File: src/shared/ctd_pkg.sv
// Constants, opcodes and carriers for the instruction timing decoder
package ctd_pkg;

  // ********************************
  // Instruction classes
  // ********************************
  typedef enum logic [4:0] {
    OP_MOV_RR, OP_MOV_DISP16, OP_MOV_MEM_MEM, OP_USER_STACK, OP_SHORT_IMM,
    OP_CODE_READ, OP_EXT_MOVE, OP_PUSH_MULTI, OP_POP_MULTI, OP_BCOND,
    OP_CALL_REG, OP_CMP_JUMP_MEM, OP_CMP_JUMP_IMM, OP_DEC_JUMP_REG, OP_DEC_JUMP_MEM,
    OP_FAR_JUMP, OP_JUMP_BIT_CLR, OP_JUMP_DIND, OP_BIT, OP_BREAK, OP_SW_RESET,
    OP_TRAP, OP_SHIFT, OP_ADD
  } ctd_op_t;

  typedef enum logic [3:0] {
    CND_CC, CND_CS, CND_EQ, CND_NE, CND_GU, CND_GE, CND_GT, CND_LEU,
    CND_LE, CND_LT, CND_MI, CND_PL, CND_NV, CND_OV, CND_AL
  } ctd_cond_t;

  typedef enum logic [2:0] {
    BIT_AND, BIT_AND_N, BIT_OR, BIT_OR_N, BIT_CLR, BIT_SET, BIT_TO_C, BIT_FROM_C
  } ctd_bitop_t;

  // ********************************
  // Carriers
  // ********************************
  typedef struct packed {
    logic c;
    logic ac;
    logic v;
    logic n;
    logic z;
  } ctd_flags_t;

  typedef struct packed {
    ctd_op_t op;
    logic operand_size_bit;
    logic page_zero_mode;
    logic system_mode;
    logic to_status_low;
    logic shift32;
    ctd_cond_t cond;
    ctd_bitop_t bitop;
    logic [3:0] imm4;
    logic [4:0] count;
    logic bit_val;
    logic [15:0] a;
    logic [15:0] b;
    logic [15:0] mem_word;
    logic [15:0] ptr_d;
    logic [15:0] ptr_s;
    logic [23:0] addr24;
  } ctd_req_t;

  // ********************************
  // Zero-wait clock counts
  // ********************************
  localparam logic [7:0] CLK_MOV_RR = 8'h03;
  localparam logic [7:0] CLK_MOV_DISP16 = 8'h05;
  localparam logic [7:0] CLK_MOV_MEM_MEM = 8'h06;
  localparam logic [7:0] CLK_USER_STACK = 8'h03;
  localparam logic [7:0] CLK_SHORT_IMM = 8'h03;
  localparam logic [7:0] CLK_CODE_READ = 8'h06;
  localparam logic [7:0] CLK_EXT_MOVE = 8'h06;
  localparam logic [7:0] CLK_PUSH_PER = 8'h03;
  localparam logic [7:0] CLK_POP_PER = 8'h02;
  localparam logic [7:0] CLK_BR_T = 8'h06;
  localparam logic [7:0] CLK_BR_NT = 8'h03;
  localparam logic [7:0] CLK_CALL = 8'h08;
  localparam logic [7:0] CLK_CALL_PZ = 8'h05;
  localparam logic [7:0] CLK_CJM_T = 8'h0a;
  localparam logic [7:0] CLK_CJM_NT = 8'h07;
  localparam logic [7:0] CLK_CJI_T = 8'h09;
  localparam logic [7:0] CLK_CJI_NT = 8'h06;
  localparam logic [7:0] CLK_DJR_T = 8'h08;
  localparam logic [7:0] CLK_DJR_NT = 8'h05;
  localparam logic [7:0] CLK_DJM_T = 8'h09;
  localparam logic [7:0] CLK_DJM_NT = 8'h06;
  localparam logic [7:0] CLK_FAR = 8'h06;
  localparam logic [7:0] CLK_JBC_T = 8'h07;
  localparam logic [7:0] CLK_JBC_NT = 8'h04;
  localparam logic [7:0] CLK_DIND = 8'h08;
  localparam logic [7:0] CLK_BIT = 8'h04;
  localparam logic [7:0] CLK_TRAP = 8'h17;
  localparam logic [7:0] CLK_TRAP_PZ = 8'h13;
  localparam logic [7:0] CLK_RESET = 8'h08;
  localparam logic [7:0] CLK_SHIFT = 8'h04;
  localparam logic [7:0] CLK_SHIFT32 = 8'h06;
  localparam logic [7:0] CLK_ADD = 8'h03;
  localparam logic [7:0] CLK_MIN = 8'h01;

  // ********************************
  // Status low byte layout and vectors
  // ********************************
  localparam int PSW_C = 7;
  localparam int PSW_AC = 6;
  localparam int PSW_V = 2;
  localparam int PSW_N = 1;
  localparam int PSW_Z = 0;
  localparam logic [3:0] BREAK_VEC = 4'h0;
  localparam logic [15:0] STEP_BYTE = 16'h0001;
  localparam logic [15:0] STEP_WORD = 16'h0002;

endpackage

File: src/core/ctd_core.sv
// Instruction timing, branch outcome and add-flag logic of the core
`timescale 1ns/100ps
module ctd_core (
  // Clock and reset
  input wire logic ref_clk,
  input wire logic rst_n,
  // Instruction issue
  input wire logic issue,
  input ctd_pkg::ctd_req_t req,
  input ctd_pkg::ctd_flags_t cur_flags,
  input wire logic mem_wait,
  // Progress
  output logic busy_q,
  output logic done_q,
  output logic [7:0] clocks_q,
  output logic fault_q,
  // Results
  output logic [15:0] result_q,
  output logic dest_we_q,
  output ctd_pkg::ctd_flags_t flags_q,
  output logic flags_we_q,
  output logic [15:0] ptr_d_q,
  output logic [15:0] ptr_s_q,
  output logic bit_out_q,
  output logic bit_we_q,
  // Control flow
  output logic jump_q,
  output logic [23:0] addr_q,
  output logic trap_q,
  output logic [3:0] trap_vec_q,
  output logic sw_reset_q
);

  // ********************************
  // Functions
  // ********************************
  function automatic logic outcome(input ctd_pkg::ctd_req_t r, input ctd_pkg::ctd_flags_t f);
    logic t;
    logic [15:0] dec;
    t = 1'b0;
    dec = r.a - ctd_pkg::STEP_BYTE;
    unique case (r.op)
      ctd_pkg::OP_BCOND: begin
        unique case (r.cond)
          ctd_pkg::CND_CC: t = !f.c;
          ctd_pkg::CND_CS: t = f.c;
          ctd_pkg::CND_EQ: t = f.z;
          ctd_pkg::CND_NE: t = !f.z;
          ctd_pkg::CND_GU: t = !f.c && !f.z;
          ctd_pkg::CND_GE: t = f.n == f.v;
          ctd_pkg::CND_GT: t = !f.z && (f.n == f.v);
          ctd_pkg::CND_LEU: t = f.c || f.z;
          ctd_pkg::CND_LE: t = f.z || (f.n != f.v);
          ctd_pkg::CND_LT: t = f.n != f.v;
          ctd_pkg::CND_MI: t = f.n;
          ctd_pkg::CND_PL: t = !f.n;
          ctd_pkg::CND_NV: t = !f.v;
          ctd_pkg::CND_OV: t = f.v;
          default: t = 1'b1;
        endcase
      end
      ctd_pkg::OP_CMP_JUMP_MEM, ctd_pkg::OP_CMP_JUMP_IMM: begin
        t = r.operand_size_bit ? (r.a != r.b) : (r.a[7:0] != r.b[7:0]);
      end
      ctd_pkg::OP_DEC_JUMP_REG, ctd_pkg::OP_DEC_JUMP_MEM: begin
        t = r.operand_size_bit ? (dec != 16'h0000) : (dec[7:0] != 8'h00);
      end
      ctd_pkg::OP_JUMP_BIT_CLR: t = r.bit_val;
      default: t = 1'b0;
    endcase
    return t;
  endfunction

  // Count for the selected outcome; never below one cycle
  function automatic logic [7:0] clocks_of(input ctd_pkg::ctd_req_t r, input logic t);
    logic [7:0] c;
    logic [7:0] n;
    n = {3'h0, r.count};
    unique case (r.op)
      ctd_pkg::OP_MOV_RR: c = ctd_pkg::CLK_MOV_RR;
      ctd_pkg::OP_MOV_DISP16: c = ctd_pkg::CLK_MOV_DISP16;
      ctd_pkg::OP_MOV_MEM_MEM: c = ctd_pkg::CLK_MOV_MEM_MEM;
      ctd_pkg::OP_USER_STACK: c = ctd_pkg::CLK_USER_STACK;
      ctd_pkg::OP_SHORT_IMM: c = ctd_pkg::CLK_SHORT_IMM;
      ctd_pkg::OP_CODE_READ: c = ctd_pkg::CLK_CODE_READ;
      ctd_pkg::OP_EXT_MOVE: c = ctd_pkg::CLK_EXT_MOVE;
      ctd_pkg::OP_PUSH_MULTI: c = n * ctd_pkg::CLK_PUSH_PER;
      ctd_pkg::OP_POP_MULTI: c = n * ctd_pkg::CLK_POP_PER;
      ctd_pkg::OP_BCOND: c = t ? ctd_pkg::CLK_BR_T : ctd_pkg::CLK_BR_NT;
      ctd_pkg::OP_CALL_REG: c = r.page_zero_mode ? ctd_pkg::CLK_CALL_PZ : ctd_pkg::CLK_CALL;
      ctd_pkg::OP_CMP_JUMP_MEM: c = t ? ctd_pkg::CLK_CJM_T : ctd_pkg::CLK_CJM_NT;
      ctd_pkg::OP_CMP_JUMP_IMM: c = t ? ctd_pkg::CLK_CJI_T : ctd_pkg::CLK_CJI_NT;
      ctd_pkg::OP_DEC_JUMP_REG: c = t ? ctd_pkg::CLK_DJR_T : ctd_pkg::CLK_DJR_NT;
      ctd_pkg::OP_DEC_JUMP_MEM: c = t ? ctd_pkg::CLK_DJM_T : ctd_pkg::CLK_DJM_NT;
      ctd_pkg::OP_FAR_JUMP: c = ctd_pkg::CLK_FAR;
      ctd_pkg::OP_JUMP_BIT_CLR: c = t ? ctd_pkg::CLK_JBC_T : ctd_pkg::CLK_JBC_NT;
      ctd_pkg::OP_JUMP_DIND: c = ctd_pkg::CLK_DIND;
      ctd_pkg::OP_BIT: c = ctd_pkg::CLK_BIT;
      ctd_pkg::OP_BREAK, ctd_pkg::OP_TRAP: begin
        c = r.page_zero_mode ? ctd_pkg::CLK_TRAP_PZ : ctd_pkg::CLK_TRAP;
      end
      ctd_pkg::OP_SW_RESET: c = ctd_pkg::CLK_RESET;
      ctd_pkg::OP_SHIFT: begin
        c = (r.shift32 ? ctd_pkg::CLK_SHIFT32 : ctd_pkg::CLK_SHIFT) + {4'h0, r.count[4:1]};
      end
      ctd_pkg::OP_ADD: c = ctd_pkg::CLK_ADD;
      default: c = ctd_pkg::CLK_MIN;
    endcase
    if (c < ctd_pkg::CLK_MIN) begin
      c = ctd_pkg::CLK_MIN;
    end
    return c;
  endfunction

  // ********************************
  // Sequencer state
  // ********************************
  typedef enum logic {ST_IDLE, ST_EXEC} ctd_state_t;

  ctd_state_t state_q, state_d;
  ctd_pkg::ctd_req_t req_q, req_d;
  logic taken_q, taken_d;
  logic [7:0] rem_q, rem_d;
  logic busy_d, done_d, fault_d, dest_we_d, flags_we_d, bit_out_d, bit_we_d;
  logic jump_d, trap_d, sw_reset_d;
  logic [7:0] clocks_d;
  logic [15:0] result_d, ptr_d_d, ptr_s_d;
  logic [23:0] addr_d;
  logic [3:0] trap_vec_d;
  ctd_pkg::ctd_flags_t flags_d;

  logic t_now;
  logic [15:0] step;
  logic [16:0] sum;
  logic [4:0] nib;
  logic bit_in;

  assign t_now = outcome(req, cur_flags);
  assign step = req_q.operand_size_bit ? ctd_pkg::STEP_WORD : ctd_pkg::STEP_BYTE;
  assign sum = req_q.operand_size_bit ? ({1'b0, req_q.a} + {1'b0, req_q.b})
                                      : {8'h00, {1'b0, req_q.a[7:0]} + {1'b0, req_q.b[7:0]}};
  assign nib = {1'b0, req_q.a[3:0]} + {1'b0, req_q.b[3:0]};
  assign bit_in = req_q.bit_val;

  // ********************************
  // Next-state logic
  // ********************************
  always_comb begin
    state_d = state_q;
    req_d = req_q;
    taken_d = taken_q;
    rem_d = rem_q;
    busy_d = busy_q;
    clocks_d = clocks_q;
    done_d = 1'b0;
    fault_d = 1'b0;
    dest_we_d = 1'b0;
    flags_we_d = 1'b0;
    bit_we_d = 1'b0;
    jump_d = 1'b0;
    trap_d = 1'b0;
    sw_reset_d = 1'b0;
    bit_out_d = bit_out_q;
    result_d = result_q;
    flags_d = flags_q;
    ptr_d_d = ptr_d_q;
    ptr_s_d = ptr_s_q;
    addr_d = addr_q;
    trap_vec_d = trap_vec_q;
    unique case (state_q)
      ST_IDLE: begin
        if (issue) begin
          state_d = ST_EXEC;
          req_d = req;
          taken_d = t_now;
          clocks_d = clocks_of(req, t_now);
          rem_d = clocks_of(req, t_now) - ctd_pkg::CLK_MIN;
          busy_d = 1'b1;
        end
      end
      ST_EXEC: begin
        // A wait cycle holds the countdown, so it adds one clock each
        if (!mem_wait) begin
          rem_d = rem_q - ctd_pkg::CLK_MIN;
        end
        if (!mem_wait && rem_q == 8'h00) begin
          state_d = ST_IDLE;
          busy_d = 1'b0;
          done_d = 1'b1;
          jump_d = taken_q;
          ptr_d_d = req_q.ptr_d;
          ptr_s_d = req_q.ptr_s;
          addr_d = req_q.addr24;
          unique case (req_q.op)
            ctd_pkg::OP_MOV_RR, ctd_pkg::OP_MOV_DISP16, ctd_pkg::OP_EXT_MOVE: begin
              result_d = req_q.a;
              dest_we_d = 1'b1;
            end
            ctd_pkg::OP_MOV_MEM_MEM: begin
              result_d = req_q.mem_word;
              dest_we_d = 1'b1;
              ptr_d_d = req_q.ptr_d + step;
              ptr_s_d = req_q.ptr_s + step;
            end
            ctd_pkg::OP_USER_STACK: begin
              // Outside system mode the access is dropped and flagged
              result_d = req_q.a;
              dest_we_d = req_q.system_mode;
              fault_d = !req_q.system_mode;
            end
            ctd_pkg::OP_SHORT_IMM: begin
              result_d = req_q.operand_size_bit ? {{12{req_q.imm4[3]}}, req_q.imm4}
                                                : {8'h00, {4{req_q.imm4[3]}}, req_q.imm4};
              dest_we_d = 1'b1;
            end
            ctd_pkg::OP_CODE_READ: begin
              addr_d = {req_q.addr24[23:16], req_q.a + req_q.b};
              result_d = req_q.mem_word;
              dest_we_d = 1'b1;
            end
            ctd_pkg::OP_PUSH_MULTI, ctd_pkg::OP_POP_MULTI, ctd_pkg::OP_SHIFT: begin
              result_d = req_q.a;
            end
            ctd_pkg::OP_BCOND, ctd_pkg::OP_CMP_JUMP_MEM, ctd_pkg::OP_CMP_JUMP_IMM: begin
              result_d = req_q.a;
            end
            ctd_pkg::OP_DEC_JUMP_REG, ctd_pkg::OP_DEC_JUMP_MEM: begin
              result_d = req_q.a - ctd_pkg::STEP_BYTE;
              dest_we_d = 1'b1;
            end
            ctd_pkg::OP_CALL_REG: begin
              addr_d = {req_q.addr24[23:16], req_q.a};
              jump_d = 1'b1;
            end
            ctd_pkg::OP_FAR_JUMP: jump_d = 1'b1;
            ctd_pkg::OP_JUMP_BIT_CLR: begin
              bit_out_d = 1'b0;
              bit_we_d = taken_q;
            end
            ctd_pkg::OP_JUMP_DIND: begin
              addr_d = {req_q.addr24[23:16], req_q.mem_word};
              ptr_s_d = req_q.ptr_s + ctd_pkg::STEP_WORD;
              jump_d = 1'b1;
            end
            ctd_pkg::OP_BIT: begin
              flags_d = cur_flags;
              unique case (req_q.bitop)
                ctd_pkg::BIT_AND: flags_d.c = cur_flags.c & bit_in;
                ctd_pkg::BIT_AND_N: flags_d.c = cur_flags.c & !bit_in;
                ctd_pkg::BIT_OR: flags_d.c = cur_flags.c | bit_in;
                ctd_pkg::BIT_OR_N: flags_d.c = cur_flags.c | !bit_in;
                ctd_pkg::BIT_TO_C: flags_d.c = bit_in;
                ctd_pkg::BIT_CLR: bit_out_d = 1'b0;
                ctd_pkg::BIT_SET: bit_out_d = 1'b1;
                ctd_pkg::BIT_FROM_C: bit_out_d = cur_flags.c;
              endcase
              flags_we_d = req_q.bitop inside {ctd_pkg::BIT_AND, ctd_pkg::BIT_AND_N, ctd_pkg::BIT_OR,
                                              ctd_pkg::BIT_OR_N, ctd_pkg::BIT_TO_C};
              bit_we_d = !flags_we_d;
            end
            ctd_pkg::OP_BREAK: begin
              trap_d = 1'b1;
              trap_vec_d = ctd_pkg::BREAK_VEC;
            end
            ctd_pkg::OP_TRAP: begin
              trap_d = 1'b1;
              trap_vec_d = req_q.imm4;
            end
            // Goes to the chip reset generator, same path as the pin
            ctd_pkg::OP_SW_RESET: sw_reset_d = 1'b1;
            ctd_pkg::OP_ADD: begin
              result_d = sum[15:0];
              dest_we_d = 1'b1;
              flags_we_d = 1'b1;
              flags_d.ac = nib[4];
              if (req_q.operand_size_bit) begin
                flags_d.c = sum[16];
                flags_d.n = sum[15];
                flags_d.z = sum[15:0] == 16'h0000;
                flags_d.v = (req_q.a[15] == req_q.b[15]) && (sum[15] != req_q.a[15]);
              end else begin
                flags_d.c = sum[8];
                flags_d.n = sum[7];
                flags_d.z = sum[7:0] == 8'h00;
                flags_d.v = (req_q.a[7] == req_q.b[7]) && (sum[7] != req_q.a[7]);
              end
              if (req_q.to_status_low) begin
                // The written byte wins over the computed flags
                flags_d.c = sum[ctd_pkg::PSW_C];
                flags_d.ac = sum[ctd_pkg::PSW_AC];
                flags_d.v = sum[ctd_pkg::PSW_V];
                flags_d.n = sum[ctd_pkg::PSW_N];
                flags_d.z = sum[ctd_pkg::PSW_Z];
              end
            end
            default: fault_d = 1'b1;
          endcase
        end
      end
    endcase
  end

  // ********************************
  // Registers
  // ********************************
  always_ff @(posedge ref_clk or negedge rst_n) begin
    if (!rst_n) begin
      state_q <= ST_IDLE;
      req_q <= '0;
      taken_q <= 1'b0;
      rem_q <= 8'h00;
      busy_q <= 1'b0;
      done_q <= 1'b0;
      clocks_q <= 8'h00;
      fault_q <= 1'b0;
      result_q <= 16'h0000;
      dest_we_q <= 1'b0;
      flags_q <= '0;
      flags_we_q <= 1'b0;
      ptr_d_q <= 16'h0000;
      ptr_s_q <= 16'h0000;
      bit_out_q <= 1'b0;
      bit_we_q <= 1'b0;
      jump_q <= 1'b0;
      addr_q <= 24'h000000;
      trap_q <= 1'b0;
      trap_vec_q <= 4'h0;
      sw_reset_q <= 1'b0;
    end else begin
      state_q <= state_d;
      req_q <= req_d;
      taken_q <= taken_d;
      rem_q <= rem_d;
      busy_q <= busy_d;
      done_q <= done_d;
      clocks_q <= clocks_d;
      fault_q <= fault_d;
      result_q <= result_d;
      dest_we_q <= dest_we_d;
      flags_q <= flags_d;
      flags_we_q <= flags_we_d;
      ptr_d_q <= ptr_d_d;
      ptr_s_q <= ptr_s_d;
      bit_out_q <= bit_out_d;
      bit_we_q <= bit_we_d;
      jump_q <= jump_d;
      addr_q <= addr_d;
      trap_q <= trap_d;
      trap_vec_q <= trap_vec_d;
      sw_reset_q <= sw_reset_d;
    end
  end

  // ********************************
  // Checks
  // ********************************
  logic [7:0] lat_q, wait_q;
  always_ff @(posedge ref_clk or negedge rst_n) begin
    if (!rst_n) begin
      lat_q <= 8'h00;
      wait_q <= 8'h00;
    end else if (state_q == ST_IDLE) begin
      lat_q <= 8'h00;
      wait_q <= 8'h00;
    end else begin
      lat_q <= lat_q + 8'h01;
      wait_q <= wait_q + {7'h00, mem_wait};
    end
  end

  a_done_latency: assert property (@(posedge ref_clk) disable iff (!rst_n)
    done_q |-> lat_q == clocks_q + wait_q) else $error("completion not at count plus waits");
  a_copy_clocks: assert property (@(posedge ref_clk) disable iff (!rst_n)
    done_q && req_q.op == ctd_pkg::OP_MOV_RR |-> lat_q - wait_q == 8'h03) else $error("copy not 3 clocks");
  a_disp_clocks: assert property (@(posedge ref_clk) disable iff (!rst_n)
    done_q && req_q.op == ctd_pkg::OP_MOV_DISP16 |-> lat_q - wait_q == 8'h05) else $error("disp copy not 5");
  a_branch_clocks: assert property (@(posedge ref_clk) disable iff (!rst_n)
    done_q && req_q.op == ctd_pkg::OP_BCOND |-> lat_q - wait_q == (jump_q ? 8'h06 : 8'h03))
    else $error("branch clocks wrong");
  a_sext_imm: assert property (@(posedge ref_clk) disable iff (!rst_n)
    done_q && req_q.op == ctd_pkg::OP_SHORT_IMM |-> result_q[3:0] == req_q.imm4
    && result_q[7:4] == {4{req_q.imm4[3]}}) else $error("short immediate not sign-extended");
  a_stack_guard: assert property (@(posedge ref_clk) disable iff (!rst_n)
    done_q && req_q.op == ctd_pkg::OP_USER_STACK |-> fault_q == !req_q.system_mode && dest_we_q != fault_q)
    else $error("user stack access guard wrong");
  a_trap_vector: assert property (@(posedge ref_clk) disable iff (!rst_n)
    done_q && req_q.op == ctd_pkg::OP_TRAP |-> trap_q && trap_vec_q == req_q.imm4) else $error("trap vector wrong");
  a_jbc_clear: assert property (@(posedge ref_clk) disable iff (!rst_n)
    done_q && req_q.op == ctd_pkg::OP_JUMP_BIT_CLR |-> jump_q == req_q.bit_val && bit_we_q == jump_q && !bit_out_q)
    else $error("jump on bit did not clear");
  a_reset_pulse: assert property (@(posedge ref_clk) disable iff (!rst_n)
    sw_reset_q |-> done_q && lat_q - wait_q == 8'h08 ##1 !sw_reset_q) else $error("software reset timing wrong");
  a_psw_override: assert property (@(posedge ref_clk) disable iff (!rst_n)
    done_q && req_q.op == ctd_pkg::OP_ADD && req_q.to_status_low |-> flags_q.c == result_q[ctd_pkg::PSW_C]
    && flags_q.z == result_q[ctd_pkg::PSW_Z]) else $error("status write did not win");

endmodule

File: config.mk
export PLATFORM = sky130hd
export DESIGN_NAME = ctd_core
export DESIGN_NICKNAME = d
export VERILOG_FILES = /design/src/shared/ctd_pkg.sv /design/src/core/ctd_core.sv
export SDC_FILE = /design/constraint.sdc
export NUM_CORES = 1
export LEC_CHECK = 0
export BUFFER_PORTS_ARGS = -buffer_cell sky130_fd_sc_hd__buf_2
export CAP_MARGIN = 20
export CORE_ASPECT_RATIO = 0.8
export CORE_UTILIZATION = 45
export DETAILED_ROUTE_END_ITERATION = 8
export GPL_TIMING_DRIVEN = 0
export MAX_ROUTING_LAYER = met4
export PLACE_DENSITY_LB_ADDON = 0.05
export SLEW_MARGIN = 20
export SYNTH_ARGS = -nofsm -noshare
export SYNTH_HDL_FRONTEND = slang
export SYNTH_SLANG_ARGS = --single-unit
File: constraint.sdc
create_clock -name ref_clk -period 3.7 [get_ports ref_clk]
set_input_delay 0.185 -clock ref_clk [delete_from_list [all_inputs] [get_ports ref_clk]]
set_output_delay 0.185 -clock ref_clk [all_outputs]
set_load 0.005 [all_outputs]
======== Word level (Yosys, flattened, before mapping) ========
Index checks and enable logic that the tools add are counted.
word-level totals
  bits in writable memories ............... 0
  word-level logic and storage cells ...... 250
  bits in registers ....................... 229
  memory bits (read-only) ................. 0
  input bits .............................. 140
  output and inout bits ................... 99
  memories ................................ 0
  latch bits .............................. 0
operators by class
  multipliers ............................. 1
  shift-type cells ........................ 0
  bitwise operators ....................... 5
  $add $sub $neg .......................... 12
  muxes and demuxes ....................... 65
  reduce and logical (&&, ||, !) cells .... 51
  equal/unequal tests ..................... 78
  magnitude comparators ................... 1
  div/mod/pow operators ................... 0
operator list
  cell                   number
  $pmux 7 s15            1
  $eq 5x4->1 const B     16
  $eq 5x5->1 const B     16
  $pmux 16 s5            1
  $mux 8                 7
  $pmux 16 s3            1
  $eq 5x3->1 const B     8
  $add 16x2->16          2
  $mux 16                2
  $pmux 16 s2            1
  $sub 16x1->16 const B  2
  $mux 1                 26
  $eq 4x4->1 const B     6
  $reduce_or 23->1       1
  $eq 5x2->1 const B     4
  $add 16x16->17         1
  $mux 17                1
  $add 16x16->16         1
  $add 16x2->16 const B  1
  $eq 4x3->1 const B     4
  $logic_not 16->1       1
  $logic_not 8->1        2
  $mux 4                 4
  $ne 16x16->1           1
  50 further kinds       103

======== Depth between registers and ports, before layout ========
Gate-level depths: netlist of the first run.
  word-level depth ........................ 15
  mapped depth ............................ 17
  depth with buffers taken out ............ 16

======== Worst setup path before layout of the first run ========
OpenSTA, ideal clock, no wires.
  path type ............................... input-to-reg
  start point ............................. in req[105] (netlist bit)
  end point ............................... reg rem_q[6]
  setup slack ............................. 0.645 ns
  arrival ................................. 2.977 ns
  library setup time ...................... 0.077 ns
  required time ........................... 3.623 ns
  stages .................................. 15
  cells stage by stage .................... ha_1 -> fa_1 -> xnor2_1 -> nor2_1 -> or4b_1 -> o31ai_2 -> nand3_1 -> o31ai_1 -> mux2i_1 -> ha_1 -> nand2_1 -> nand4b_1 -> xor2_1 -> a211o_1 -> o21ai_1
between the ends
  word-level cells in the longest chain between the ends .. 11
RTL lines
  what                  line             RTL
  start, declared       ctd_core.sv:9    input ctd_pkg::ctd_req_t req,
  $mul 5x2->7           ctd_core.sv:87   ctd_pkg::OP_PUSH_MULTI: c = n * ctd_pkg::CLK_PUSH_PER;
  $pmux 7 s15 *         ctd_core.sv:79   unique case (r.op)
  $mux 8 *              ctd_core.sv:172  if (issue) begin
  $mux 8 *              ctd_core.sv:170  unique case (state_q)
  $lt 8x1->1            ctd_core.sv:109  if (c < ctd_pkg::CLK_MIN) begin
  $mux 8 *              ctd_core.sv:109
  $mux 8 *              ctd_core.sv:172
  $mux 8 *              ctd_core.sv:170
  $sub 8x1->8 *         ctd_core.sv:177  rem_d = clocks_of(req, t_now) - ctd_pkg::CLK_MIN;
  $mux 8 *              ctd_core.sv:172
  $pmux 8 s2 *          ctd_core.sv:170
  end signal, assigned  ctd_core.sv:333  rem_q <= rem_d;
  end, declared         ctd_core.sv:123  logic [7:0] rem_q, rem_d;
Mark *: on every way between the ends. The rest lies on a longest branch, timed or not. The select of a mux whose other input is x is not followed.
A chain may end at the register's enable or synchronous reset.

======== Worst setup path in the final report of the first run ========
  start point ............................. in req[100] (netlist bit)
  end point ............................... reg rem_q[6]
between the ends
  word-level cells in the longest chain between the ends .. 15
  elaborated cells on any way between the ends .. 21
  those cells by class .................... add/sub: 2; order compare: 1; eq/ne: 1; mux: 16; reduce/logical: 1
RTL lines
  what                                  line             RTL
  $sub 16x1->16                         ctd_core.sv:41   dec = r.a - ctd_pkg::STEP_BYTE;
  $reduce_bool 16->1                    ctd_core.sv:66   t = r.operand_size_bit ? (dec != 16'h0000) : (dec[7:0] != 8'h00);
  $mux 1                                ctd_core.sv:66
  $pmux 1 s4 *                          ctd_core.sv:42   unique case (r.op)
  $mux 2, or another cell as far along  ctd_core.sv:96   ctd_pkg::OP_JUMP_BIT_CLR: c = t ? ctd_pkg::CLK_JBC_T : ctd_pkg::CLK_JBC_NT;
  $pmux 7 s15 *                         ctd_core.sv:79
  $mux 8 *                              ctd_core.sv:172
  $mux 8 *                              ctd_core.sv:170
  $lt 8x1->1                            ctd_core.sv:109
  $mux 8 *                              ctd_core.sv:109
  $mux 8 *                              ctd_core.sv:172
  $mux 8 *                              ctd_core.sv:170
  $sub 8x1->8 *                         ctd_core.sv:177
  $mux 8 *                              ctd_core.sv:172
  $pmux 8 s2 *                          ctd_core.sv:170
Marked as above.

==> parameters.txt, run 1 <==
Parameter                              Value

STA
  RSZ-0062 raised after global routing    false
  Post-route worst setup slack    0.140 ns
  Max-Slew Margin vs Limit    30.0%
  Count of final hold-check violations    0
  Setup TNS    0 ns
  Transition time at the pin with the least slew margin    roughly 1.0 ns
  Endpoints failing setup    0
  Shortest period the worst path allows    between 3 and 4 ns
  Fmax achieved    around 280 MHz
  Worst clock skew on the final layout    about 0.021 ns
  Post-route clock period utilization    96.2%
  Number of max-slew violations in the final report    0

Synthesis
  Netlist area before placement    ~0.013 mm²
  Synth unique cells    between 70 and 80
  Prevailing post-synth register cell    dfrtp_1
  Synthesized area divided by synthesized cell count    between 8 and 9 µm²
  FF+latch count, synth    ~230
  Synth Instances    between 1500 and 2000
  Cell type with the highest aggregate area in the netlist    dfrtp_1
  Yosys warnings    0
  Mapped Nets    1677
  Sequential fraction of the synthesis area    between 40% and 50%
  Synth top area cells    dfrtp_1 (45%), nand2_1 (15%), o21ai_0 (3.3%)
  Share of synthesized flip-flops with an asynchronous set or reset    100%
  Top-area cell type share of the netlist area    between 40% and 50%
  Number of enable-type register cells in the synthesized netlist    0

Floorplan
  Floorplan die width    between 150 and 200 µm
  Site Rows    54
  Initial standard-cell utilization of the core    a little under half
  # IOs    239
  DIE AREA    0.0285 mm²
  Area of the core region    around 0.027 mm²
  Height of the die    151 µm

Drt
  Residual antenna-violating net count after detailed routing    0
  Drt first pass iters    6
  Remaining design rule violation count    0
  Per-cell via count in the routed design    between 5 and 6
  Via count    approximately 12000
  Number of DRC markers in iteration 0    around 1000
  Total wirelength of the detailed-routed design    between 40 and 50 mm
  Routed wirelength normalized by instance count    around 19 µm

Clock network
  Number of CTS-inserted buffers    25
  Clock sinks    roughly 230
  Clk slew on worst S/H paths    ~0.06 ns
  Depth of the CTS H-tree    1
  TritonCTS clock tree    yes
  Number of buffers inserted by post-CTS setup repair    0
  Maximum buffer depth of the clock tree    3
  Clock root buffer master    clkbuf_16
  Skew-Pair Late Insertion Delay    0.55 ns

Pwr
  Total power density per cell area    roughly 600 mW/mm²
  Reported net switching power    ~3.7 mW
  Combinational share of power    between 30 and 40%
  Sw Ratio    a little under two fifths
  Sequential share of power    between 30% and 40%
  Internal portion of total power    roughly 6.0 mW
  Maximum vdd ir drop    between 0.4 and 0.5 mV
  Relative contribution of the clock network to total power    between 20% and 30%
  Static Leakage    around 8 nW

Setup path
  Worst-path fanout max    5
  Critical Path AT    ~4 ns
  Crit. End Element    register
  Worst path cell trace    dlygate4sd3_1 -> buf_2 -> nor4_1 -> a21boi_1 -> o2111a_1 -> or2_1 -> o31ai_2 -> nand3_1 -> o31ai_2 -> mux2i_1 -> ha_1 -> nand2_1 -> nand4b_1 -> xor2_1 -> a211o_1 -> o21ai_1
  Slowest library cell on the worst path    dlygate4sd3_1
  Most Frequent Cell on Critical Path    o31ai_2
  Max stage delay on crit path    about 0.54 ns
  Worst path buffer plus inverter count    2
  Required time at the worst-slack endpoint    4.16 ns
  Path type of the worst setup path    in2reg
  Cell family with most CP delay    compound AO/OA/AOI/OAI gates
  Startpoint type of the worst setup path    input pin

Place
  DPL Wire Length    around 32 mm
  Last weighted congestion value of the routability-driven placer    approximately 0.98
  I/O Buffers    about 230
  Pre-CTS worst setup slack    -0.0713 ns

Layout
  Share of cells above drive strength 1    16.3%
  Layout Nets    2056
  Inserted Diodes    0
  Area delta synth->final    30.1%

Job
  Reported max-cap violation count    0

GRT
  Grt total ovfl    0
  Antenna violations before repair    0
  Pin count of the biggest net entering global routing    90
  Total GRT Usage    around a third
  Wire length of the first global-routing pass    between 60 and 70 mm
  Vias in the first global route    about 12000

Hold path
  Path category of the worst min-delay check    in2reg

Run status
  Outcome    finished clean
==> synth_stat cells (5+ instances only) <==
library cell,count
inv_1,23
a21oi_1,53
clkbuf_1,60
o31ai_1,8
or3_1,13
dfrtp_1,228
and2_1,6
a31oi_1,33
a222oi_1,16
o21ai_0,83
a211oi_1,5
a21o_1,19
nand2b_1,13
nor2_1,94
buf_4,5
mux2i_1,10
and3_1,10
xor2_1,32
o211ai_1,7
nor4_1,10
buf_1,6
nand4_1,11
nor3_1,26
o21ai_1,9
ha_1,32
a221oi_1,12
nand3_1,29
nand2_1,492
buf_2,10
nor2b_1,19
xnor2_1,43
==> placed cells by master (no fill, tap or decap), types with 6 or more instances in the layout <==
cell,Yosys,layout
clkbuf_1,60,63
dfrtp_1,228,227
o31ai_1,8,7
clkinv_2,1,6
mux2i_1,10,10
nand3_1,29,29
nor2_1,94,94
xnor2_1,43,43
nand2_1,492,492
and3_1,10,10
nor2b_1,19,19
nand2b_1,13,13
nor4_1,10,9
buf_1,6,6
a222oi_1,16,16
o21ai_1,9,9
buf_2,10,241
nor3_1,26,26
xor2_1,32,32
and2_1,6,6
nand4_1,11,11
a221oi_1,12,12
a21oi_1,53,53
ha_1,32,32
o21ai_0,83,83
o211ai_1,7,7
dlygate4sd3_1,0,118
a31oi_1,33,32
or3_1,13,13
inv_1,23,23
clkbuf_16,0,25
a21o_1,19,19
==> path summary, 6_finish.rpt <==
check	slack [ns]	endpoint	from	cells past startpoint
min	0.03	rem_q[6]	mem_wait	4
max	0.14	rem_q[6]	req[100]	16
max in group asynchronous	2.34	clocks_q[6]	rst_n	4
max reg2reg	0.21	addr_q[8]	req_q[88]	12
min in group asynchronous	0.18	req_q[9]	rst_n	2
min reg2reg	0.47	addr_q[19]	addr_q[19]	2
==> state kept, by name, summed over array words and instances (netlist names), 4 cells and up <==
signal      cells
ptr_d_q        16
trap_vec_q      4
ptr_s_q        16
req_q         119
result_q       16
flags_q         5
addr_q         24
clocks_q        7
rem_q           8
==> through the flow <==
step | cells | power (mW) | instance area [µm²] | utilization, % | hold slack, ns
floorplan | 1501 | 5.63 | 12500 | - | -0.111
global placement | 2097 | 6.84 | 14200 | 51.9 | 0.376
detailed placement | 2099 | 6.90 | 14200 | 52.1 | 0.190
CTS | 2262 | 9.66 | 16300 | 59.7 | 0.0217
global route | 2262 | 10.3 | 16300 | 59.8 | 0.0414
finish | 2262 | 9.75 | 16300 | 59.8 | 0.0255
==> cell families (layout without fill, tap and decap cells) <==
| logic type | count (synthesis) | after routing | share of synthesized area, % |
|---|---|---|---|
| muxes | 11 | 11 | 0.888 |
| buffers and inverters | 107 | 504 | 3.46 |
| other | 1 | 1 | 0.0299 |
| xor gates and xnor gates | 75 | 75 | 5.24 |
| DFF | 228 | 228 | 45.5 |
| AOI/OAI and AO/OA | 297 | 297 | 15.5 |
| adders and majority gates | 36 | 36 | 3.83 |
| and+or+nand+nor | 746 | 746 | 25.6 |
==> cell type report <==
| type | count | area (µm²) |
|---|---|---|
| Multi-Input combinational cell | 1166 | 6450 |
| Buffer | 81 | 335 |
| Fill cell | 2450 | 11000 |
| Tap cell | 364 | 455 |
| Sequential cell | 228 | 5710 |
| Inverter | 26 | 98.8 |
| Clock buffer | 33 | 706 |
| Clock inverter | 12 | 160 |
| Timing Repair Buffer | 352 | 2410 |
==> worst reg2reg max path: stages, from the launching register on <==
cell,delay [ns]
dfrtp_2,0.47
ha_1,0.24
fa_1,0.41
a21o_1,0.19
a21o_1,0.22
a2111oi_4,0.41
inv_1,0.12
a31oi_4,0.24
xnor2_1,0.15
a222oi_1,0.60
nand2_1,0.14
o21ai_0,0.10
o21ai_0,0.09
==> power by group through the flow <==
stage	combinational [mW]	clock, mW	sequential (mW)
final	3.27	2.64	3.84
after global routing	3.62	2.77	3.91
after CTS	3.17	2.67	3.82
after detailed placement	3.05	0	3.85
after global placement	3.01	0	3.84
after floorplan	2.00	0	3.63
==> timing repair <==
action                                  CTS  global route
endpoints found under the setup margin    1             3
pin swaps                                 0             1
gates resized for setup                   1             5
hold buffers                            118             0
endpoints found under the hold margin   193             0
==> layer usage <==
| layer | GRT usage (%) | wire [µm] |
|---|---|---|
| met4 | 5.69 | 657 |
| met1 | 46.9 | 21400 |
| met5 | - | 0 |
| met2 | 44.7 | 18500 |
| met3 | 5.58 | 3450 |
Power figures use the tool's default switching activity.
==> run 2: changes to the inputs <==
CORE_ASPECT_RATIO = default   (was 0.8)
==> parameters.txt, run 2 (synthesized netlist as in run 1, its figures left out) <==
Parameter                              Value

Pwr
  Relative contribution of the clock network to total power    ~27%
  Sequential share of power    approximately two fifths
  Reported net switching power    approximately 3.6 mW
  Maximum vdd ir drop    about 0.36 mV
  Total power density per cell area    just under 600 mW/mm²
  Overall power of the completed layout    between 9 and 10 mW
  Static Leakage    a little under 8 nW
  Combinational share of power    around 33%
  Sw Ratio    between 30% and 40%
  Internal portion of total power    between 5 and 6 mW

GRT
  Pin count of the biggest net entering global routing    a little under 100
  Grt total ovfl    0
  Antenna violations before repair    0
  Vias in the first global route    11900
  Wire length of the first global-routing pass    around 70 mm
  Total GRT Usage    32.0%

Floorplan
  # IOs    ~240
  DIE AREA    0.0285 mm²
  Initial standard-cell utilization of the core    a little under half
  Floorplan die width    around 170 µm
  Area of the core region    about 0.027 mm²
  Height of the die    169 µm
  Site Rows    60

Drt
  Residual antenna-violating net count after detailed routing    0
  Drt first pass iters    8
  Per-cell via count in the routed design    about 5.4
  Remaining design rule violation count    0
  Routed wirelength normalized by instance count    just under 20 µm
  Total wirelength of the detailed-routed design    43.9 mm
  Via count    about 12000
  Number of DRC markers in iteration 0    1146

Setup path
  Startpoint type of the worst setup path    register
  Worst-path fanout max    8
  Critical Path AT    roughly 4 ns
  Required time at the worst-slack endpoint    4.15 ns
  Path type of the worst setup path    reg2reg
  Crit. End Element    register

Layout
  Non-filler cells, final    roughly 2300
  Most frequent cells in the layout    nand2_1 (492), buf_2 (241), dfrtp_1 (228), dlygate4sd3_1 (118), nor2_1 (94)
  Area delta synth->final    30.2%
  Share of cells above drive strength 1    between 15 and 20%
  Register bank with the most flops    req_q
  Area used by multi-input combinational logic    around 0.0065 mm²
  Largest registers    req_q (119), addr_q (24)
  Layout Nets    approximately 2100
  Reg area    around 0.0057 mm²
  Largest register FFs    between 100 and 150
  Fillcell total    ~2500
  Inserted Diodes    0
  Final core utilization    between 60% and 70%
  Commonest non-fill, non-tap cell in the layout    nand2_1

STA
  Count of final hold-check violations    0
  Transition time at the pin with the least slew margin    between 1 and 1.5 ns
  Setup TNS    0 ns
  Shortest period the worst path allows    between 3 and 4 ns
  RSZ-0062 raised after global routing    false
  Post-route worst setup slack    slightly above 0.1 ns
  Endpoints failing setup    0
  Number of max-slew violations in the final report    0
  Post-route clock period utilization    97.3%
  Fmax achieved    roughly 280 MHz
  Max-Slew Margin vs Limit    24.8%
  Worst clock skew on the final layout    0.0114 ns

Clock network
  Clock sinks    ~230
  Clk slew on worst S/H paths    about 0.060 ns
  TritonCTS clock tree    yes
  Maximum buffer depth of the clock tree    3
  Number of CTS-inserted buffers    26
  Skew-Pair Late Insertion Delay    ~0.53 ns
  Clock root buffer master    clkbuf_16
  Depth of the CTS H-tree    1

Place
  Last weighted congestion value of the routability-driven placer    ~0.95
  Pre-CTS worst setup slack    -0.0782 ns
  DPL Wire Length    31.6 mm
  I/O Buffers    around 230
  Total instance count after detailed placement    around 2100

Hold path
  Path category of the worst min-delay check    in2reg

Job
  Reported max-cap violation count    0

Run status
  Outcome    finished clean
==> run 2: cell types whose count changed in the layout (fill, tap and decap cells not counted), moves of 2 or more <==
cell | previous run | this run
clkbuf_1 | 63 | 66
bufinv_16 | 3 | 1
clkbuf_16 | 25 | 27
clkbuf_8 | 5 | 7
o31ai_2 | 2 | 0
o31ai_4 | 0 | 2
==> run 2: what timing repair did <==
item,4_1_cts,5_1_grt
resized for setup,0,7
setup buffers,0,0
hold buffers,118,0
endpoints found under the hold margin,225,0
setup endpoints to repair,0,6
==> run 2: worst max-delay path, stage by stage, from the launching register on <==
cell and delay [ns]:
dfrtp_1 0.48, ha_1 0.26, fa_1 0.40, a21o_1 0.19, a21o_1 0.20, a2111oi_2 0.50
o31ai_1 0.18, a21oi_1 0.18, o21bai_1 0.11, xnor2_1 0.20, o21ai_0 0.42, o21ai_0 0.23
o21ai_0 0.18
==> run 2: layout make-up <==
type	count	area share, %
Timing Repair Buffer	352	14.7
Buffer	81	2.05
Sequential cell	228	34.9
Clock buffer	40	4.87
Tap cell	372	2.85
Multi-Input combinational cell	1166	39.5
Inverter	26	0.605
Clock inverter	7	0.414
==> run 2: path summary, 6_finish.rpt <==
| check | startpoint | end | slack (ns) | cells past startpoint |
|---|---|---|---|---|
| min reg2reg | req_q[21] | addr_q[21] | 0.47 | 2 |
| min | mem_wait | rem_q[6] | 0.01 | 4 |
| max | req_q[88] | addr_q[14] | 0.10 | 12 |
| max reg2reg | req_q[88] | addr_q[14] | 0.10 | 12 |
| min in group asynchronous | rst_n | req_q[9] | 0.13 | 2 |
| max in group asynchronous | rst_n | rem_q[1] | 2.26 | 4 |
==> run 2: through the flow <==
step | hold WS (ns) | cell area [µm²]
floorplan | -0.111 | 12500
global placement | 0.376 | 14200
global route | 0.0628 | 16300
finish | 0.0132 | 16300
CTS | 0.00789 | 16300
detailed placement | 0.102 | 14200
==> run 2: power by group through the flow <==
stage               clock network (mW)  registers (mW)  logic (mW)
global route                      2.72            3.89        3.58
global placement                     0            3.82        2.98
floorplan                            0            3.63        2.00
detailed placement                   0            3.83        3.02
CTS                               2.63            3.80        3.13
finish                            2.60            3.82        3.21
==> run 2: metal layers <==
layer	GRT usage [%]	vias to the layer above	part of all wire, %
met5	-	-	0
met4	7.83	0	2.5
met3	3.95	70	6.7
met2	48.4	471	45
met1	45.5	5912	46
li1	-	5911	-
==> run 3: changes to the inputs <==
ABC_AREA = 1   (was default)
CORE_UTILIZATION = 35   (was 45)
==> parameters.txt, run 3 <==
Parameter                              Value

GRT
  Antenna violations before repair    3
  Wire length of the first global-routing pass    78.6 mm
  Vias in the first global route    13400
  Pin count of the biggest net entering global routing    90
  Total GRT Usage    27.5%
  Grt total ovfl    0

STA
  Fmax achieved    around 290 MHz
  Shortest period the worst path allows    around 3.4 ns
  Max-Slew Margin vs Limit    39.1%
  Endpoints failing setup    0
  RSZ-0062 raised after global routing    false
  Post-route worst setup slack    around 0.27 ns
  Minimum hold slack    roughly 0.023 ns
  Worst clock skew on the final layout    0.00892 ns
  Count of final hold-check violations    0
  Transition time at the pin with the least slew margin    ~0.9 ns
  Post-route clock period utilization    between 90 and 100%
  Number of max-slew violations in the final report    0

Layout
  Share of cells above drive strength 1    approximately 16%
  Final core utilization    a little under half
  Area delta synth->final    30.0%
  Register bank with the most flops    req_q
  Most frequent cells in the layout    nand2_1 (528), buf_2 (238), dfrtp_1 (228), o21ai_0 (185), inv_1 (171)
  Non-filler cells, final    2678
  Largest registers    req_q (119), addr_q (24)
  Commonest non-fill, non-tap cell in the layout    nand2_1
  Largest register FFs    around 120
  Layout Nets    between 2000 and 2500

Clock network
  Depth of the CTS H-tree    1
  Clk slew on worst S/H paths    ~0.060 ns
  Number of buffers inserted by post-CTS setup repair    0
  Maximum buffer depth of the clock tree    3
  Clock sinks    about 230
  TritonCTS clock tree    yes
  Skew-Pair Late Insertion Delay    0.54 ns
  Clock root buffer master    clkbuf_16
  Number of CTS-inserted buffers    27

Run status
  Outcome    finished clean

Synthesis
  Synth top area cells    dfrtp_1 (43%), nand2_1 (15%), o21ai_0 (7.0%)
  Mapped Nets    1942
  Number of enable-type register cells in the synthesized netlist    0
  Synth unique cells    just over 60
  Yosys warnings    0
  Share of synthesized flip-flops with an asynchronous set or reset    between 90% and 100%
  Top-area cell type share of the netlist area    between 40% and 50%
  FF+latch count, synth    between 200 and 250
  Top cells by instance count after synthesis    nand2_1 (528), dfrtp_1 (228), o21ai_0 (185)
  Cell type with the highest aggregate area in the netlist    dfrtp_1
  Sequential fraction of the synthesis area    43.2%
  Count leader, synth    nand2_1
  Synthesized area divided by synthesized cell count    around 7.5 µm²
  Netlist area before placement    0.0132 mm²
  Synth Instances    ~1800
  Prevailing post-synth register cell    dfrtp_1

Drt
  Max Used Layer    met4
  Detailed-routed wire length on met2    23.1 mm
  Drt first pass iters    5
  Per-cell via count in the routed design    5.06
  Number of DRC markers in iteration 0    between 900 and 1000
  Remaining design rule violation count    0
  Wl on met1    between 20 and 25 mm
  Via count    approximately 14000
  Sum of met3 wire segment lengths after detailed routing    ~2.4 mm
  Routed wirelength normalized by instance count    19.1 µm
  Residual antenna-violating net count after detailed routing    0
  Total wirelength of the detailed-routed design    ~50 mm

Setup path
  Required time at the worst-slack endpoint    ~4.1 ns
  Worst path cell trace    clkinv_1 -> fa_1 -> nor3_1 -> nand3_1 -> nor3_1 -> nand3_1 -> nor3_1 -> xnor2_1 -> o21ai_0
  Most Frequent Cell on Critical Path    nor3_1
  Startpoint type of the worst setup path    register
  Worst-path fanout max    10
  Max stage delay on crit path    approximately 0.68 ns
  Path type of the worst setup path    reg2reg
  Critical Path AT    3.83 ns
  Slowest library cell on the worst path    dfrtp_1
  Crit. End Element    register

Floorplan
  Area of the core region    0.0369 mm²
  Site Rows    70
  Height of the die    196 µm
  Floorplan die width    roughly 200 µm
  # IOs    approximately 240
  Initial standard-cell utilization of the core    approximately 36%
  DIE AREA    between 0.03 and 0.04 mm²

Place
  Last weighted congestion value of the routability-driven placer    between 0.9 and 1
  Total instance count after detailed placement    roughly 2500
  Pre-CTS worst setup slack    between 0.15 and 0.2 ns
  I/O Buffers    235
  DPL Wire Length    just under 40 mm

Pwr
  Overall power of the completed layout    between 10 and 15 mW
  Total power density per cell area    714 mW/mm²
  Maximum vdd ir drop    0.277 mV
  Static Leakage    approximately 8.5 nW

Hold path
  Path category of the worst min-delay check    in2reg

Job
  Reported max-cap violation count    0
-- run 3: power by group --
group | switching (mW) | internal (mW) | total, mW
registers | 0.875 | 3.46 | 4.33
clock network | 1.07 | 1.57 | 2.64
logic | 3.42 | 1.87 | 5.30
total | 5.36 | 6.90 | 12.3
-- run 3: final timing paths --
| check | start | to | slack (ns) | cells past startpoint |
|---|---|---|---|---|
| min in group asynchronous | rst_n | addr_q[17] | 0.16 | 2 |
| min | cur_flags[2] | flags_q[2] | 0.02 | 3 |
| max reg2reg | req_q[125] | ptr_d_q[14] | 0.27 | 9 |
| max in group asynchronous | rst_n | req_q[23] | 2.33 | 4 |
| min reg2reg | req_q[23] | addr_q[23] | 0.47 | 2 |
| max | req_q[125] | ptr_d_q[14] | 0.27 | 9 |
-- run 3: kinds of logic after synthesis --
kind of cell	count (synthesis)	share of synthesized area [%]
other	1	0.0284
xor gates and xnor gates	39	2.59
DFF	228	43.2
buffers and inverters	244	7.14
and+or+nand+nor	841	26.8
AOI/OAI and AO/OA	377	16.6
adders and majority gates	36	3.64
-- run 3: per-layer routing --
metal  global-route usage [%]  vias to the layer above
met1                     38.6                     6517
met5                        -                        -
li1                         -                     6600
met4                     6.54                        0
met3                     3.03                       54
met2                     42.3                      386
-- run 3: cell type report --
type	count	area, µm²
Multi-Input combinational cell	1294	6560
Tap cell	504	631
Inverter	181	679
Fill cell	3845	19700
Timing Repair Buffer	360	2470
Clock buffer	41	778
Antenna cell	2	5.00
Buffer	63	265
Sequential cell	228	5710
Clock inverter	5	75.1
-- run 3: what timing repair did --
item,4_1_cts,5_1_grt
hold buffers,123,0
endpoints found under the setup margin,0,6
hold endpoints to repair,182,0
resized for setup,0,2
-- run 3: worst max-delay path: cells and delay by family, from the launching register on --
kind            cells  cell delay (ns)
simple gates        5             1.14
fa+ha+maj           1             0.62
xor+xnor            1             0.14
flops               1             0.68
compound gates      1             0.08
buf+inv             1             0.60
-- run 3: through the flow --
step	setup TNS (ns)	area [µm²]
after floorplan	0	13200
after global placement	-434.68	15000
after detailed placement	0	15100
after CTS	0	17200
after global routing	0	17200
final	0	17200
